`config.mk`:
```
export PLATFORM = sky130hd
export DESIGN_NAME = slew_ramp_ctrl
export DESIGN_NICKNAME = d
export VERILOG_FILES = /design/src/ramp_pkg.sv /design/src/slew_ramp_ctrl.sv
export SDC_FILE = /design/constraint.sdc
export NUM_CORES = 1
export LEC_CHECK = 0
export CORE_ASPECT_RATIO = 2
export CORE_UTILIZATION = 68
export CTS_CLUSTER_SIZE = 12
export DETAILED_ROUTE_END_ITERATION = 6
export DONT_BUFFER_PORTS = 1
export GPL_ROUTABILITY_DRIVEN = 0
export PLACE_DENSITY = 0.88
export SYNTH_ARGS = -nofsm -noshare
export SYNTH_HDL_FRONTEND = slang
export SYNTH_SLANG_ARGS = --single-unit
```
`constraint.sdc`:
```
create_clock -name clk -period 18.1 [get_ports clk]
set_input_delay 2.715 -clock clk [delete_from_list [all_inputs] [get_ports clk]]
set_output_delay 2.715 -clock clk [all_outputs]
set_load 0.1 [all_outputs]
```
`src/ramp_pkg.sv`:
```
// Purpose: Shared constants for the slew-rate ramp controller.
// Assumes: 20 MHz system clock, 32-bit Avalon-MM slave with byte addresses.
// Notes: Slopes are hundredths of output units per second.
package ramp_pkg;
    // Clock and tick timing
    localparam int CLK_HZ = 20_000_000;
    localparam int TICK_PERIOD_US = 1000;
    localparam int TICK_CYCLES_DOC = (CLK_HZ / 1_000_000) * TICK_PERIOD_US;
    localparam int WDOG_TICKS_PER_MIN_DOC = 60_000;

    // Datapath widths
    localparam int DAC_W = 12;
    localparam int FRAC_W = 20;
    localparam int ACC_W = DAC_W + FRAC_W;
    localparam int SLOPE_W = 24;
    localparam int GAIN_W = 20;
    localparam int GAIN_SHIFT = 16;
    localparam int WDOG_W = 32;
    localparam int PRESET_W = 8;
    localparam int IN_W = 4;

    // Slope limits in hundredths: 0.01 and 99999.99 (the step value)
    localparam logic [SLOPE_W-1:0] SLOPE_MIN = 24'h000001;
    localparam logic [SLOPE_W-1:0] SLOPE_STEP = 24'h98967F;
    localparam logic [SLOPE_W-1:0] SLOPE_RESET = 24'h0186A0;

    // Full scale of the output in hundredths of a unit (10000.00)
    localparam longint FULL_SCALE_CENTI = 1_000_000;
    localparam longint TICKS_PER_S = 1000;
    localparam logic [GAIN_W-1:0] SLOPE_GAIN = GAIN_W'((64'h1 << (ACC_W + GAIN_SHIFT))
        / (FULL_SCALE_CENTI * TICKS_PER_S));
    localparam logic [ACC_W-1:0] ROUND_HALF = 32'h0008_0000;
    localparam logic [FRAC_W-1:0] FRAC_ZERO = 20'h00000;
    localparam logic [DAC_W-1:0] CODE_MAX = 12'hFFF;
    localparam logic [DAC_W-1:0] CODE_MIN = 12'h000;

    // Reset values
    localparam logic [DAC_W-1:0] START_RESET = 12'h000;
    localparam logic [PRESET_W-1:0] WDOG_PRESET_RESET = 8'h00;

    // Register byte offsets
    localparam logic [5:0] OFS_CTRL = 6'h00;
    localparam logic [5:0] OFS_TARGET = 6'h04;
    localparam logic [5:0] OFS_SLOPE_TEMP = 6'h08;
    localparam logic [5:0] OFS_SLOPE_PERSIST = 6'h0C;
    localparam logic [5:0] OFS_WORK_SLOPE = 6'h10;
    localparam logic [5:0] OFS_STORED_SLOPE = 6'h14;
    localparam logic [5:0] OFS_DAC_CODE = 6'h18;
    localparam logic [5:0] OFS_STATUS = 6'h1C;
    localparam logic [5:0] OFS_WDOG_PRESET = 6'h20;
    localparam logic [5:0] OFS_START_VALUE = 6'h24;

    // Field positions
    localparam int CTRL_WE_BIT = 0;
    localparam int CTRL_RESET_BIT = 1;
    localparam int ST_AT_TARGET_BIT = 0;
    localparam int ST_REFUSED_BIT = 1;
    localparam int ST_WDOG_BIT = 2;
    localparam int ST_WE_BIT = 3;
    localparam int ST_IN_LSB = 4;
    localparam int IN_UP = 3;
    localparam int IN_DN = 2;
    localparam int IN_LIM_HI = 1;
    localparam int IN_LIM_LO = 0;
endpackage : ramp_pkg

```
`src/slew_ramp_ctrl.sv`:
```
// Purpose: Slew-rate ramp controller for a 12-bit output converter.
// Assumes: Single 20 MHz clock; registers reached over Avalon-MM with waitrequest.
// Notes: Input scaling, calibration and command parsing live elsewhere.
// Notes on behaviour
// - Slopes 0.01 to 99999.99 per second; the top value steps straight to target.
// - Slopes are volts or milliamps per second; slope writes need write enable first.
// - While ramping, update the converter once every 1 ms tick.
// - Add the signed slope increment to a fine accumulator before each update.
// - Round the accumulator to the nearest 12-bit code and drive it out.
// - Keep stepping each tick until output equals latest target, then stop.
// - Ramp increments always come from the working slope copy.
// - Power-up and remote reset load working slope from the stored slope.
// - Persistent slope write updates both stored and working slopes.
// - Temporary slope write updates only the working slope.
// - Working slope read returns the working copy.
// - Stored slope read returns the stored copy.
// - Ramping runs in background; other accesses do not disturb it.
// - New target mid-ramp replaces target at once; ramp may reverse.
// - Slope write mid-ramp takes effect at once toward existing target.
// - Remote reset stops any ramp and holds the present output.
// - Watchdog timeout takes over the output even mid-ramp.
// - Manual and limit inputs override host targets when active.
// - Output read returns the code being driven, intermediate values included.
// - Status read reports whether output has reached the final target.
// - Watchdog expiry sets target to starting value, slewing at present slope.
// - Every valid access clears and restarts the watchdog count.
//
// Decided for this implementation: the placing of the registers and the Avalon-MM slave port.
`timescale 1ns/1ns
module slew_ramp_ctrl
    import ramp_pkg::*;
#(
    parameter int TICK_CYCLES = TICK_CYCLES_DOC,
    parameter int WDOG_TICKS_PER_MIN = WDOG_TICKS_PER_MIN_DOC
) (
    // Clock and reset
    input wire logic clk,
    input wire logic rst,
    // Avalon-MM slave
    input wire logic [5:0] address,
    input wire logic read,
    input wire logic write,
    input wire logic [31:0] writedata,
    output logic [31:0] readdata,
    output logic waitrequest,
    // Front panel pins, asynchronous
    input wire logic man_up,
    input wire logic man_dn,
    input wire logic lim_hi,
    input wire logic lim_lo,
    // Converter
    output logic [DAC_W-1:0] dac_code,
    output logic dac_update,
    output logic at_target
);
    typedef struct packed {
        logic waitreq;
        logic [31:0] rdata;
        logic [14:0] tick_cnt;
        logic [IN_W-1:0] in_meta;
        logic [IN_W-1:0] in_sync;
        logic man_prev;
        logic we;
        logic refused;
        logic wdog_fired;
        logic [WDOG_W-1:0] wdog_cnt;
        logic [PRESET_W-1:0] wdog_preset;
        logic [DAC_W-1:0] start_val;
        logic [SLOPE_W-1:0] slope_work;
        logic [SLOPE_W-1:0] slope_stored;
        logic [DAC_W-1:0] target;
        logic [ACC_W-1:0] acc;
        logic [DAC_W-1:0] dac;
        logic dac_strobe;
        logic done;
    } state_t;

    state_t st_r;
    state_t st_nxt;

    localparam logic [14:0] TICK_LAST = 15'(TICK_CYCLES - 1);
    localparam logic [WDOG_W-1:0] WDOG_PER_MIN = WDOG_W'(WDOG_TICKS_PER_MIN);

    // Register map, byte offsets
    //   0x00 control: bit 0 arms one slope write, bit 1 reset
    //   0x04 host target code
    //   0x08 temporary slope, working copy only
    //   0x0C persistent slope, both copies
    //   0x10 working slope read
    //   0x14 stored slope read
    //   0x18 code now driven
    //   0x1C status: at target, refused, fired, enable, pins
    //   0x20 watchdog preset in minutes, zero is off
    //   0x24 starting value code
    // Unmapped offsets read zero and ignore writes.

    // Bus timing
    //   Each request costs two clocks, waitrequest high then low.
    //   Writes act at the edge that ends the low cycle.
    //   A request still high after it starts a new transfer,
    //   so the master drops it at the answering edge.
    //   Read data stands until the next answer.

    // Accumulator
    //   Twelve integer bits hold the code.
    //   Twenty fraction bits gather slow steps.
    //   A narrow fraction would stall the slowest ramps.
    //   The value stays within 0.0 to 4095.0, no carry out.

    // Slope scaling
    //   Slopes are hundredths of a unit per second.
    //   Full scale is 10000.00 units over 4096 codes.
    //   One multiply and shift replaces a divider.
    //   The truncated gain runs long ramps a hair slow;
    //   the clamp hides this at the end point.
    //   The top slope skips the multiply and lands at once.

    // Tick
    //   A free counter gives one tick per millisecond.
    //   The strobe pulses every tick, moving or not,
    //   so a downstream latch sees an even rate.
    //   Bus traffic never shifts the tick.

    // Step and clamp
    //   Each tick compares accumulator and target.
    //   Within one step, the target itself is taken,
    //   so the ramp cannot overshoot.
    //   Otherwise one step is added or removed.
    //   A new target only changes the comparison,
    //   so a ramp may turn round without a pause.
    //   A new slope only changes the step size,
    //   so the rate changes at the next tick.

    // Remote reset
    //   Reloads the working slope from the stored one.
    //   Freezes target and accumulator at the driven code.
    //   The gathered fraction is dropped; harmless,
    //   as the output already shows the rounded code.
    //   The enable bit in the same word is kept as written.

    // Write protection
    //   One enable arms exactly one slope write.
    //   The attempt consumes it, in range or not.
    //   A refused write leaves both copies alone
    //   and sets a sticky flag, cleared by writing one.

    // Front panel pins
    //   Synchronised first, so they act 2 to 3 clocks late.
    //   Up wins over down.
    //   While held, the host target is shadowed but kept.
    //   On release the target becomes the present code,
    //   so the output holds instead of sliding back.
    //   Limit pins only block steps in their direction;
    //   they never move the output themselves.

    // Watchdog
    //   Counts ticks while the bus is quiet.
    //   Any completed access clears count and flag.
    //   On expiry the target becomes the starting value,
    //   reached at the working slope.
    //   The flag stops the count until the host returns,
    //   so the target is not forced again and again.

    // Limitations
    //   The stored copy sits in flip-flops and powers up
    //   at its default instead of loading from storage.
    //   Scaling, trims and command text live elsewhere.
    //   Status compares against the host target only.

    // Nearest code: add one half LSB then truncate; acc never exceeds 4095.0
    function automatic logic [DAC_W-1:0] round_code(input logic [ACC_W-1:0] a);
        logic [ACC_W-1:0] s;
        s = a + ROUND_HALF;
        return s[ACC_W-1:FRAC_W];
    endfunction : round_code

    function automatic logic [ACC_W-1:0] code_to_acc(input logic [DAC_W-1:0] c);
        return {c, FRAC_ZERO};
    endfunction : code_to_acc

    // Per-tick step in accumulator units, from slope in hundredths per second
    function automatic logic [ACC_W-1:0] step_of(input logic [SLOPE_W-1:0] s);
        logic [SLOPE_W+GAIN_W-1:0] p;
        p = s * SLOPE_GAIN;
        return ACC_W'(p >> GAIN_SHIFT);
    endfunction : step_of

    function automatic logic slope_ok(input logic [31:0] d);
        return (d[31:SLOPE_W] == 8'h00) && (d[SLOPE_W-1:0] >= SLOPE_MIN)
            && (d[SLOPE_W-1:0] <= SLOPE_STEP);
    endfunction : slope_ok

    always_comb begin
        logic take;
        logic access;
        logic tick;
        logic man_on;
        logic [DAC_W-1:0] eff_tgt;
        logic [ACC_W-1:0] tgt_acc;
        logic [ACC_W-1:0] step;
        logic is_step;
        take = 1'b0;
        access = 1'b0;
        tick = 1'b0;
        man_on = 1'b0;
        eff_tgt = CODE_MIN;
        tgt_acc = '0;
        step = '0;
        is_step = 1'b0;
        st_nxt = st_r;
        st_nxt.dac_strobe = 1'b0;

        // Pins pass two flops before use
        st_nxt.in_meta = {man_up, man_dn, lim_hi, lim_lo};
        st_nxt.in_sync = st_r.in_meta;

        // One wait cycle, then answer with waitrequest low for one cycle
        st_nxt.waitreq = 1'b1;
        if ((read || write) && st_r.waitreq) begin
            st_nxt.waitreq = 1'b0;
            st_nxt.rdata = 32'h0000_0000;
            if (read) begin
                case (address)
                    OFS_CTRL: st_nxt.rdata[CTRL_WE_BIT] = st_r.we;
                    OFS_TARGET: st_nxt.rdata[DAC_W-1:0] = st_r.target;
                    OFS_WORK_SLOPE: st_nxt.rdata[SLOPE_W-1:0] = st_r.slope_work;
                    OFS_STORED_SLOPE: st_nxt.rdata[SLOPE_W-1:0] = st_r.slope_stored;
                    OFS_DAC_CODE: st_nxt.rdata[DAC_W-1:0] = st_r.dac;
                    OFS_STATUS: begin
                        st_nxt.rdata[ST_AT_TARGET_BIT] = st_r.done;
                        st_nxt.rdata[ST_REFUSED_BIT] = st_r.refused;
                        st_nxt.rdata[ST_WDOG_BIT] = st_r.wdog_fired;
                        st_nxt.rdata[ST_WE_BIT] = st_r.we;
                        st_nxt.rdata[ST_IN_LSB +: IN_W] = st_r.in_sync;
                    end
                    OFS_WDOG_PRESET: st_nxt.rdata[PRESET_W-1:0] = st_r.wdog_preset;
                    OFS_START_VALUE: st_nxt.rdata[DAC_W-1:0] = st_r.start_val;
                    default: st_nxt.rdata = 32'h0000_0000;
                endcase
            end
        end
        access = (read || write) && !st_r.waitreq;
        take = write && !st_r.waitreq;

        // Free-running 1 ms tick
        if (st_r.tick_cnt == TICK_LAST) begin
            st_nxt.tick_cnt = '0;
            tick = 1'b1;
        end else begin
            st_nxt.tick_cnt = st_r.tick_cnt + 15'h0001;
        end

        // Manual inputs take over the target; on release hold where we are
        man_on = st_r.in_sync[IN_UP] || st_r.in_sync[IN_DN];
        st_nxt.man_prev = man_on;
        eff_tgt = st_r.target;
        if (st_r.in_sync[IN_UP]) begin
            eff_tgt = CODE_MAX;
        end else if (st_r.in_sync[IN_DN]) begin
            eff_tgt = CODE_MIN;
        end
        if (st_r.man_prev && !man_on) begin
            st_nxt.target = st_r.dac;
            eff_tgt = st_r.dac;
        end

        // Background ramp, one step per tick
        tgt_acc = code_to_acc(eff_tgt);
        step = step_of(st_r.slope_work);
        is_step = (st_r.slope_work == SLOPE_STEP);
        if (tick) begin
            st_nxt.dac_strobe = 1'b1;
            if (st_r.acc < tgt_acc && !st_r.in_sync[IN_LIM_HI]) begin
                if (is_step || (tgt_acc - st_r.acc) <= step) begin
                    st_nxt.acc = tgt_acc;
                end else begin
                    st_nxt.acc = st_r.acc + step;
                end
            end else if (st_r.acc > tgt_acc && !st_r.in_sync[IN_LIM_LO]) begin
                if (is_step || (st_r.acc - tgt_acc) <= step) begin
                    st_nxt.acc = tgt_acc;
                end else begin
                    st_nxt.acc = st_r.acc - step;
                end
            end
            st_nxt.dac = round_code(st_nxt.acc);
        end

        // Register writes act at the edge that completes the transfer
        if (take) begin
            case (address)
                OFS_CTRL: begin
                    st_nxt.we = writedata[CTRL_WE_BIT];
                    if (writedata[CTRL_RESET_BIT]) begin
                        st_nxt.slope_work = st_r.slope_stored;
                        st_nxt.target = st_r.dac;
                        st_nxt.acc = code_to_acc(st_r.dac);
                        st_nxt.dac = st_r.dac;
                    end
                end
                OFS_TARGET: st_nxt.target = writedata[DAC_W-1:0];
                OFS_SLOPE_TEMP, OFS_SLOPE_PERSIST: begin
                    // Write enable is one-shot, as for every protected write
                    st_nxt.we = 1'b0;
                    if (st_r.we && slope_ok(writedata)) begin
                        st_nxt.slope_work = writedata[SLOPE_W-1:0];
                        if (address == OFS_SLOPE_PERSIST) begin
                            st_nxt.slope_stored = writedata[SLOPE_W-1:0];
                        end
                    end else begin
                        st_nxt.refused = 1'b1;
                    end
                end
                OFS_STATUS: begin
                    if (writedata[ST_REFUSED_BIT]) begin
                        st_nxt.refused = 1'b0;
                    end
                end
                OFS_WDOG_PRESET: st_nxt.wdog_preset = writedata[PRESET_W-1:0];
                OFS_START_VALUE: st_nxt.start_val = writedata[DAC_W-1:0];
                default: st_nxt.we = st_r.we;
            endcase
        end

        // Watchdog counts ticks; preset of zero disables it
        if (access) begin
            st_nxt.wdog_cnt = '0;
            st_nxt.wdog_fired = 1'b0;
        end else if (tick && st_r.wdog_preset != 8'h00 && !st_r.wdog_fired) begin
            st_nxt.wdog_cnt = st_r.wdog_cnt + 32'h0000_0001;
            if (st_nxt.wdog_cnt >= WDOG_W'(st_r.wdog_preset * WDOG_PER_MIN)) begin
                st_nxt.target = st_r.start_val;
                st_nxt.wdog_fired = 1'b1;
            end
        end

        // Done only when the accumulator rests exactly on the host target
        st_nxt.done = (st_nxt.acc == code_to_acc(st_nxt.target));
    end

    // Stored slope stands in for nonvolatile storage and powers up at its default
    always_ff @(posedge clk or posedge rst) begin
        if (rst) begin
            st_r.waitreq <= 1'b1;
            st_r.rdata <= 32'h0000_0000;
            st_r.tick_cnt <= '0;
            st_r.in_meta <= '0;
            st_r.in_sync <= '0;
            st_r.man_prev <= 1'b0;
            st_r.we <= 1'b0;
            st_r.refused <= 1'b0;
            st_r.wdog_fired <= 1'b0;
            st_r.wdog_cnt <= '0;
            st_r.wdog_preset <= WDOG_PRESET_RESET;
            st_r.start_val <= START_RESET;
            st_r.slope_work <= SLOPE_RESET;
            st_r.slope_stored <= SLOPE_RESET;
            st_r.target <= START_RESET;
            st_r.acc <= {START_RESET, FRAC_ZERO};
            st_r.dac <= START_RESET;
            st_r.dac_strobe <= 1'b0;
            st_r.done <= 1'b1;
        end else begin
            st_r <= st_nxt;
        end
    end

    assign readdata = st_r.rdata;
    assign waitrequest = st_r.waitreq;
    assign dac_code = st_r.dac;
    assign dac_update = st_r.dac_strobe;
    assign at_target = st_r.done;
endmodule : slew_ramp_ctrl

```
==> results.toml, run 1 <==
[clock_tree]
cts_sinks = 210
post_cts_buffers = 0
clockBufferDepth = 3
numCtsBuffers = 22
hold_buffers = 0
cts_resized = 0
root_buffer = "clkbuf_16"
h-tree-depth = 1

[synth]
seq_area_frac_synth = 0.2053
synth-simple-area-share = 0.1620
ys_top_cells_by_area = "dfrtp_1 (19%), ha_1 (18%), fa_1 (9.3%)"
synth_compound_area_frac = 0.1808
avgSynthCellArea_sq_um = 8.679
ys_ff_latch = 210
yosysMostFrequentCell = "ha_1"
yosys_warnings = 0
synth.top_cells.by_count = "ha_1 (368), inv_1 (313), nor2_1 (217)"
synth_flop_cell = "dfrtp_1"
synthXorXnorAreaFrac = 0.06070
synth_edf_count = 0
muxShareOfSynthArea = 0.04297
syn-cell-area_sq_mm = 0.02568
synth_cell_types = 99
synthDominantCellAreaShare = 0.1910
synthAdderAreaFrac = 0.2720
netlist_instances = 2959
ys_async_sr_fraction = 1.000
synth_area_leader_cell = "dfrtp_1"
synth_top_family_by_area = "adder cells"

[outcome]
stop_stage = "5_1_grt"
status = "aborted with a tool error"
error = "[ERROR GRT-0116] Global routing finished with congestion. Check the congestion regions in the DRC Viewer."

[die]
rows = 100
die_h_um = 276.8
die_w_um = 139.4
start_util = 0.6911
boundaryPins = 93

[placement]
io_buffers = 0
place_hpwl_mm = 69.05

[grt]
overflow = 5
track_usage = 0.5247
grt_max_degree = 143
grt_pass1_wl_mm = 152.5
grt_pass1_vias = 26490
through the flow:
stage               hold WS (ns)  worst slack, ns  area [sq um]  instances
floorplan                 0.3312            8.582         25710       2966
global placement          0.3320            7.251         25800       3303
detailed placement        0.3387            6.884         25800       3303
CTS                       0.3524            6.834         26480       3341
routing by layer:
layer  global-route usage  GRT overflow
met5              0.02311             0
met3               0.2518             0
met1               0.5152             0
met4               0.5345             4
met2               0.7848             1
cell families after synthesis:
kind of cell    Yosys count
other cells               1
buf+inv                 471
compound gates          681
flops                   210
simple gates            828
mux                     103
fa+ha+maj               487
xor+xnor                178
==> run 2, diff against run 1 <==
CORE_ASPECT_RATIO = not set   (was 2)
CORE_UTILIZATION = 40   (was 68)
CTS_CLUSTER_SIZE = not set   (was 12)
PLACE_DENSITY = not set   (was 0.88)
PLACE_DENSITY_LB_ADDON = 0.15   (was not set)
==> results.toml, run 2 <==
[outcome]
status = "finished with violations"
failed_checks = "design-rule violations, max-capacitance violations"

[detailed_routing]
routed_wl_mm = 88.14
drt_iter0_markers = 2442
avgRoutedWirePerCell_um = 23.55
firstDrtPassIters = 7
routed-via-count = 22520
drc = 9
viasPerCell = 6.016
ant_nets = 0

[die]
start_util = 0.4057
die_area_sq_mm = 0.06522
die_w_um = 255.4
boundaryPins = 93
die_h_um = 255.4
rows = 92
fp.coreArea_sq_mm = 0.06331

[clock_tree]
hold_buffers = 0
numCtsBuffers = 26
cts_resized = 0
clockBufferDepth = 3
post_cts_buffers = 0
cts_sinks = 210
h-tree-depth = 1
clk_pin_slew_ns = 0.07
root_buffer = "clkbuf_16"
cts_tree = "built"
clk_latency_ns = 0.57

[timing]
relSlewSlack = 0.02346
period_share = 0.6941
hold_viol = 0
worst_pin_slew_ns = 1.451
setup_tns_ns = 0
timing.fmax_ghz = 0.07959
rsz0062_at_grt = "no"
final_max_slew_viol_count = 0
setup_viol = 0
finalWorstSetupSlack_ns = 5.536
finClkSkew_ns = 0.02393
fin_crit_ns = 12.56

[worst_setup_path]
path_common_cell = "ha_1"
crit_slowest_cell = "nor4_1"
r2r-end = "dac_code[11]$_DFFE_PP0P_"
cp_num_buf_inv = 5
cp_slowest_stage_delay_ns = 1.27
r2r_setup_slack_ns = 5.54
critPathTopFamily = "simple AND/OR/NAND/NOR gates"
r2r_start = "st_r[92]$_DFFE_PP1P_"
cp.arrival_ns = 12.99
cp.required_ns = 18.53
worstRegToRegCells = 39
cp_max_fo = 13
path_class = "reg2reg"
critPathCaptureType = "flip-flop"
critPathLaunchType = "flip-flop"

[hold_path]
min_to = "st_r[162]$_DFF_PP0_"
hold_path.class = "reg2reg"
hold_depth = 0
hp-start = "st_nxt[162]$_DFF_PP0_"

[synth]
synth_area_leader_cell = "dfrtp_1"
syn-cell-area_sq_mm = 0.02568
yosysMostFrequentCell = "ha_1"
yosys_warnings = 0
ys_ff_latch = 210
seq_area_frac_synth = 0.2053
avgSynthCellArea_sq_um = 8.679
ys_async_sr_fraction = 1.000
synth_edf_count = 0
synth.top_cells.by_count = "ha_1 (368), inv_1 (313), nor2_1 (217)"
synth_flop_cell = "dfrtp_1"
ys_top_cells_by_area = "dfrtp_1 (19%), ha_1 (18%), fa_1 (9.3%)"
synthDominantCellAreaShare = 0.1910
netlist_instances = 2959
synth_cell_types = 99

[grt]
grt_pass1_vias = 22060
overflow = 0
track_usage = 0.2666
use_met1 = 0.3701
grt_max_degree = 88
grt-busiest-layer = "met2"
grt_pass1_wl_mm = 136.2
antenna_found_initial = 1
use_met3 = 0.04643
globalRouteMet2Util = 0.4139

[placement]
pre_cts_slack_ns = 5.784
place_hpwl_mm = 69.83
io_buffers = 0

[finish]
diodes = 0
syn_to_final_growth_pct = 6.143
layout_common_cells = "ha_1 (368), inv_1 (312), nor2_1 (216)"
largest_register_ff_count = 167
regMostFlops = "st_r"
final_common_cell = "ha_1"
final_nets = 3411
drive_gt1_frac = 0.07663

[flow_run]
maxCapViolations = 1
[run 2: cell counts after synthesis]
Identical to the previous run, type by type.
[run 2: layout make-up]
| class | instances | area [sq um] |
|---|---|---|
| Clock buffer | 34 | 752.0 |
| Clock inverter | 13 | 152.6 |
| Fill cell | 6310 | 36050 |
| Inverter | 316 | 1194 |
| Multi-Input combinational cell | 2285 | 18540 |
| Sequential cell | 210 | 5273 |
| Tap cell | 846 | 1059 |
| Timing Repair Buffer | 39 | 292.8 |
[run 2: how the worst max path moves through the flow]
stage / cells after the start / from / slack (ns) / end
floorplan: 39 / st_r[94]$_DFFE_PP0P_ / 8.58 / dac_code[11]$_DFFE_PP0P_
global placement: 40 / st_r[94]$_DFFE_PP0P_ / 5.97 / dac_code[11]$_DFFE_PP0P_
detailed placement: 39 / st_r[91]$_DFFE_PP1P_ / 5.78 / dac_code[11]$_DFFE_PP0P_
CTS: 39 / st_r[91]$_DFFE_PP1P_ / 5.74 / dac_code[11]$_DFFE_PP0P_
global route: 40 / st_r[94]$_DFFE_PP0P_ / 5.21 / dac_code[11]$_DFFE_PP0P_
finish: 39 / st_r[92]$_DFFE_PP1P_ / 5.54 / dac_code[11]$_DFFE_PP0P_
[run 2: cells by family (layout without fill, tap and decap cells)]
group / after synthesis / count (layout) / share of synthesized area
multiplexers: 103 / 103 / 0.04297
other: 1 / 8 / 0.0001460
AO/OA/AOI/OAI: 681 / 681 / 0.1808
XOR/XNOR: 178 / 178 / 0.06070
flip-flops: 210 / 210 / 0.2053
AND/OR/NAND/NOR: 828 / 828 / 0.1620
buffers and inverters: 471 / 402 / 0.07605
adder cells (fa/ha/maj): 487 / 487 / 0.2720
[run 2: metal layers]
| metal | share of wire | wire [um] |
|---|---|---|
| met5 | 0 | 0 |
| met4 | 0.040 | 3502 |
| met3 | 0.085 | 7454 |
| met2 | 0.44 | 38920 |
| met1 | 0.43 | 38260 |
[run 2: through the flow]
step	util	cells	cell area, sq um	hold slack [ns]
after CTS	0.4306	3743	27260	0.3543
final	0.4306	3743	27260	0.3483
after detailed placement	0.4163	3696	26360	0.3389
after global placement	0.4163	3696	26360	0.3342
after floorplan	-	2966	25710	0.3312
after global routing	0.4306	3743	27260	0.3637
[run 2: worst register-to-register path, delay by kind of cell (launching register included)]
kind	cells	cell delay, ns
adder cells (fa/ha/maj)	9	3.42
XOR/XNOR	2	0.39
buffers and inverters	5	0.64
AND/OR/NAND/NOR	9	4.05
flip-flops	1	0.75
AO/OA/AOI/OAI	14	3.16
Power of run 2 is left out: the tool's default activity adds up to more than one toggle a clock period on the data nets, which glitch-free logic cannot reach.
==> run 3, diff against run 2 <==
clock period = 12.2 ns   (was 18.1 ns; I/O delays follow)
==> results.toml, run 3 (synthesis results as in run 2) <==
[finish]
drive_gt1_frac = 0.07525
final_nets = 3409
regArea_sq_mm = 0.005273
regMostFlops = "st_r"
fin_util = 0.4311
fillers = 6295
multiInputGateArea_sq_mm = 0.01853
fin_area_sq_mm = 0.02730
final_common_cell = "ha_1"
diodes = 0
layout_common_cells = "ha_1 (368), inv_1 (312), nor2_1 (216)"
largest_register_ff_count = 167
syn_to_final_growth_pct = 6.285

[clock_tree]
clk_pin_slew_ns = 0.06
numCtsBuffers = 27
root_buffer = "clkbuf_16"
h-tree-depth = 1
cts_resized = 0
clockBufferDepth = 3
cts_tree = "built"
hold_buffers = 0
post_cts_buffers = 0
clk_latency_ns = 0.58
cts_sinks = 210

[timing]
setup_viol = 0
final_max_slew_viol_count = 0
relSlewSlack = 0.09017
period_share = 0.9314
rsz0062_at_grt = "no"
timing.fmax_ghz = 0.08800
worst_pin_slew_ns = 1.360
finClkSkew_ns = 0.01344
finalWorstSetupSlack_ns = 0.8367
hold_viol = 0
fin_crit_ns = 11.36
setup_tns_ns = 0

[die]
die_w_um = 255.4
die_area_sq_mm = 0.06522
die_h_um = 255.4
rows = 92
start_util = 0.4057
fp.coreArea_sq_mm = 0.06331
boundaryPins = 93

[detailed_routing]
drt_iter0_markers = 2318
routed-via-count = 22570
routed_wl_mm = 88.40
ant_nets = 0
avgRoutedWirePerCell_um = 23.62
viasPerCell = 6.031
firstDrtPassIters = 7
drc = 1

[grt]
grt_pass1_wl_mm = 136.8
grt_pass1_vias = 22250
antenna_found_initial = 1
track_usage = 0.2679
overflow = 0
grt_max_degree = 114

[placement]
io_buffers = 0
pre_cts_slack_ns = 1.054
postPlaceCellArea_sq_mm = 0.02633
place_hpwl_mm = 70.35

[flow_run]
maxCapViolations = 0

[worst_setup_path]
cp_max_fo = 14
cp_slowest_stage_delay_ns = 0.80
critPathLaunchType = "flip-flop"
cp.arrival_ns = 11.87
critPathCaptureType = "flip-flop"
cp.required_ns = 12.70
path_class = "reg2reg"
crit_slowest_cell = "o31ai_4"

[outcome]
failed_checks = "design-rule violations"
status = "finished with violations"

[hold_path]
hold_path.class = "reg2reg"
==> run 3: cell count changes in the layout (fill, tap and decap cells not counted), sizes merged <==
| cell | before | now |
|---|---|---|
| bufinv | 3 | 5 |
| clkbuf | 34 | 36 |
| clkinv | 8 | 6 |
| clkinvlp | 2 | 3 |
| buf | 39 | 36 |
==> run 3: worst paths after layout <==
| kind | startpoint | end | slack (ns) | cells past startpoint |
|---|---|---|---|---|
| max | st_r[94]$_DFFE_PP0P_ | at_target$_DFF_PP1_ | 0.84 | 36 |
| min | st_nxt[162]$_DFF_PP0_ | st_r[162]$_DFF_PP0_ | 0.35 | 0 |
| max reg2reg | st_r[94]$_DFFE_PP0P_ | at_target$_DFF_PP1_ | 0.84 | 36 |
| min reg2reg | st_nxt[162]$_DFF_PP0_ | st_r[162]$_DFF_PP0_ | 0.35 | 0 |
| max in group asynchronous | rst | dac_code[7]$_DFFE_PP0P_ | 8.94 | 3 |
| min in group asynchronous | rst | st_nxt[162]$_DFF_PP0_ | 1.28 | 1 |
==> run 3: final cells by class <==
cell class | instances | area share
Timing Repair Buffer | 36 | 0.009901
Clock buffer | 36 | 0.02782
Clock inverter | 14 | 0.007701
Inverter | 316 | 0.04373
Multi-Input combinational cell | 2285 | 0.6789
Tap cell | 846 | 0.03878
Sequential cell | 210 | 0.1932
==> run 3: through the flow <==
stage          hold slack, ns  cells
2_1_floorplan          0.3312   2966
3_3_place_gp           0.3368   3693
3_5_place_dp           0.3426   3693
4_1_cts                0.3507   3743
5_1_grt                0.3618   3743
6_report               0.3464   3743
==> run 3: critical path: cells and delay by family, from the launching register on <==
| family | cells | cell delay [ns] |
|---|---|---|
| flip-flops | 1 | 0.67 |
| adder cells (fa/ha/maj) | 8 | 3.27 |
| buffers and inverters | 2 | 0.10 |
| XOR/XNOR | 1 | 0.46 |
| AND/OR/NAND/NOR | 10 | 2.69 |
| AO/OA/AOI/OAI | 15 | 4.09 |
==> run 3: routing by layer <==
metal / up-vias / wire (um) / global-route usage
met5: - / 9 / 0
met4: 2 / 3235 / 0.09137
met3: 193 / 6818 / 0.03929
met2: 949 / 39840 / 0.4241
met1: 11110 / 38490 / 0.3715
li1: 10320 / - / -
Power of run 3 is left out for the same reason.
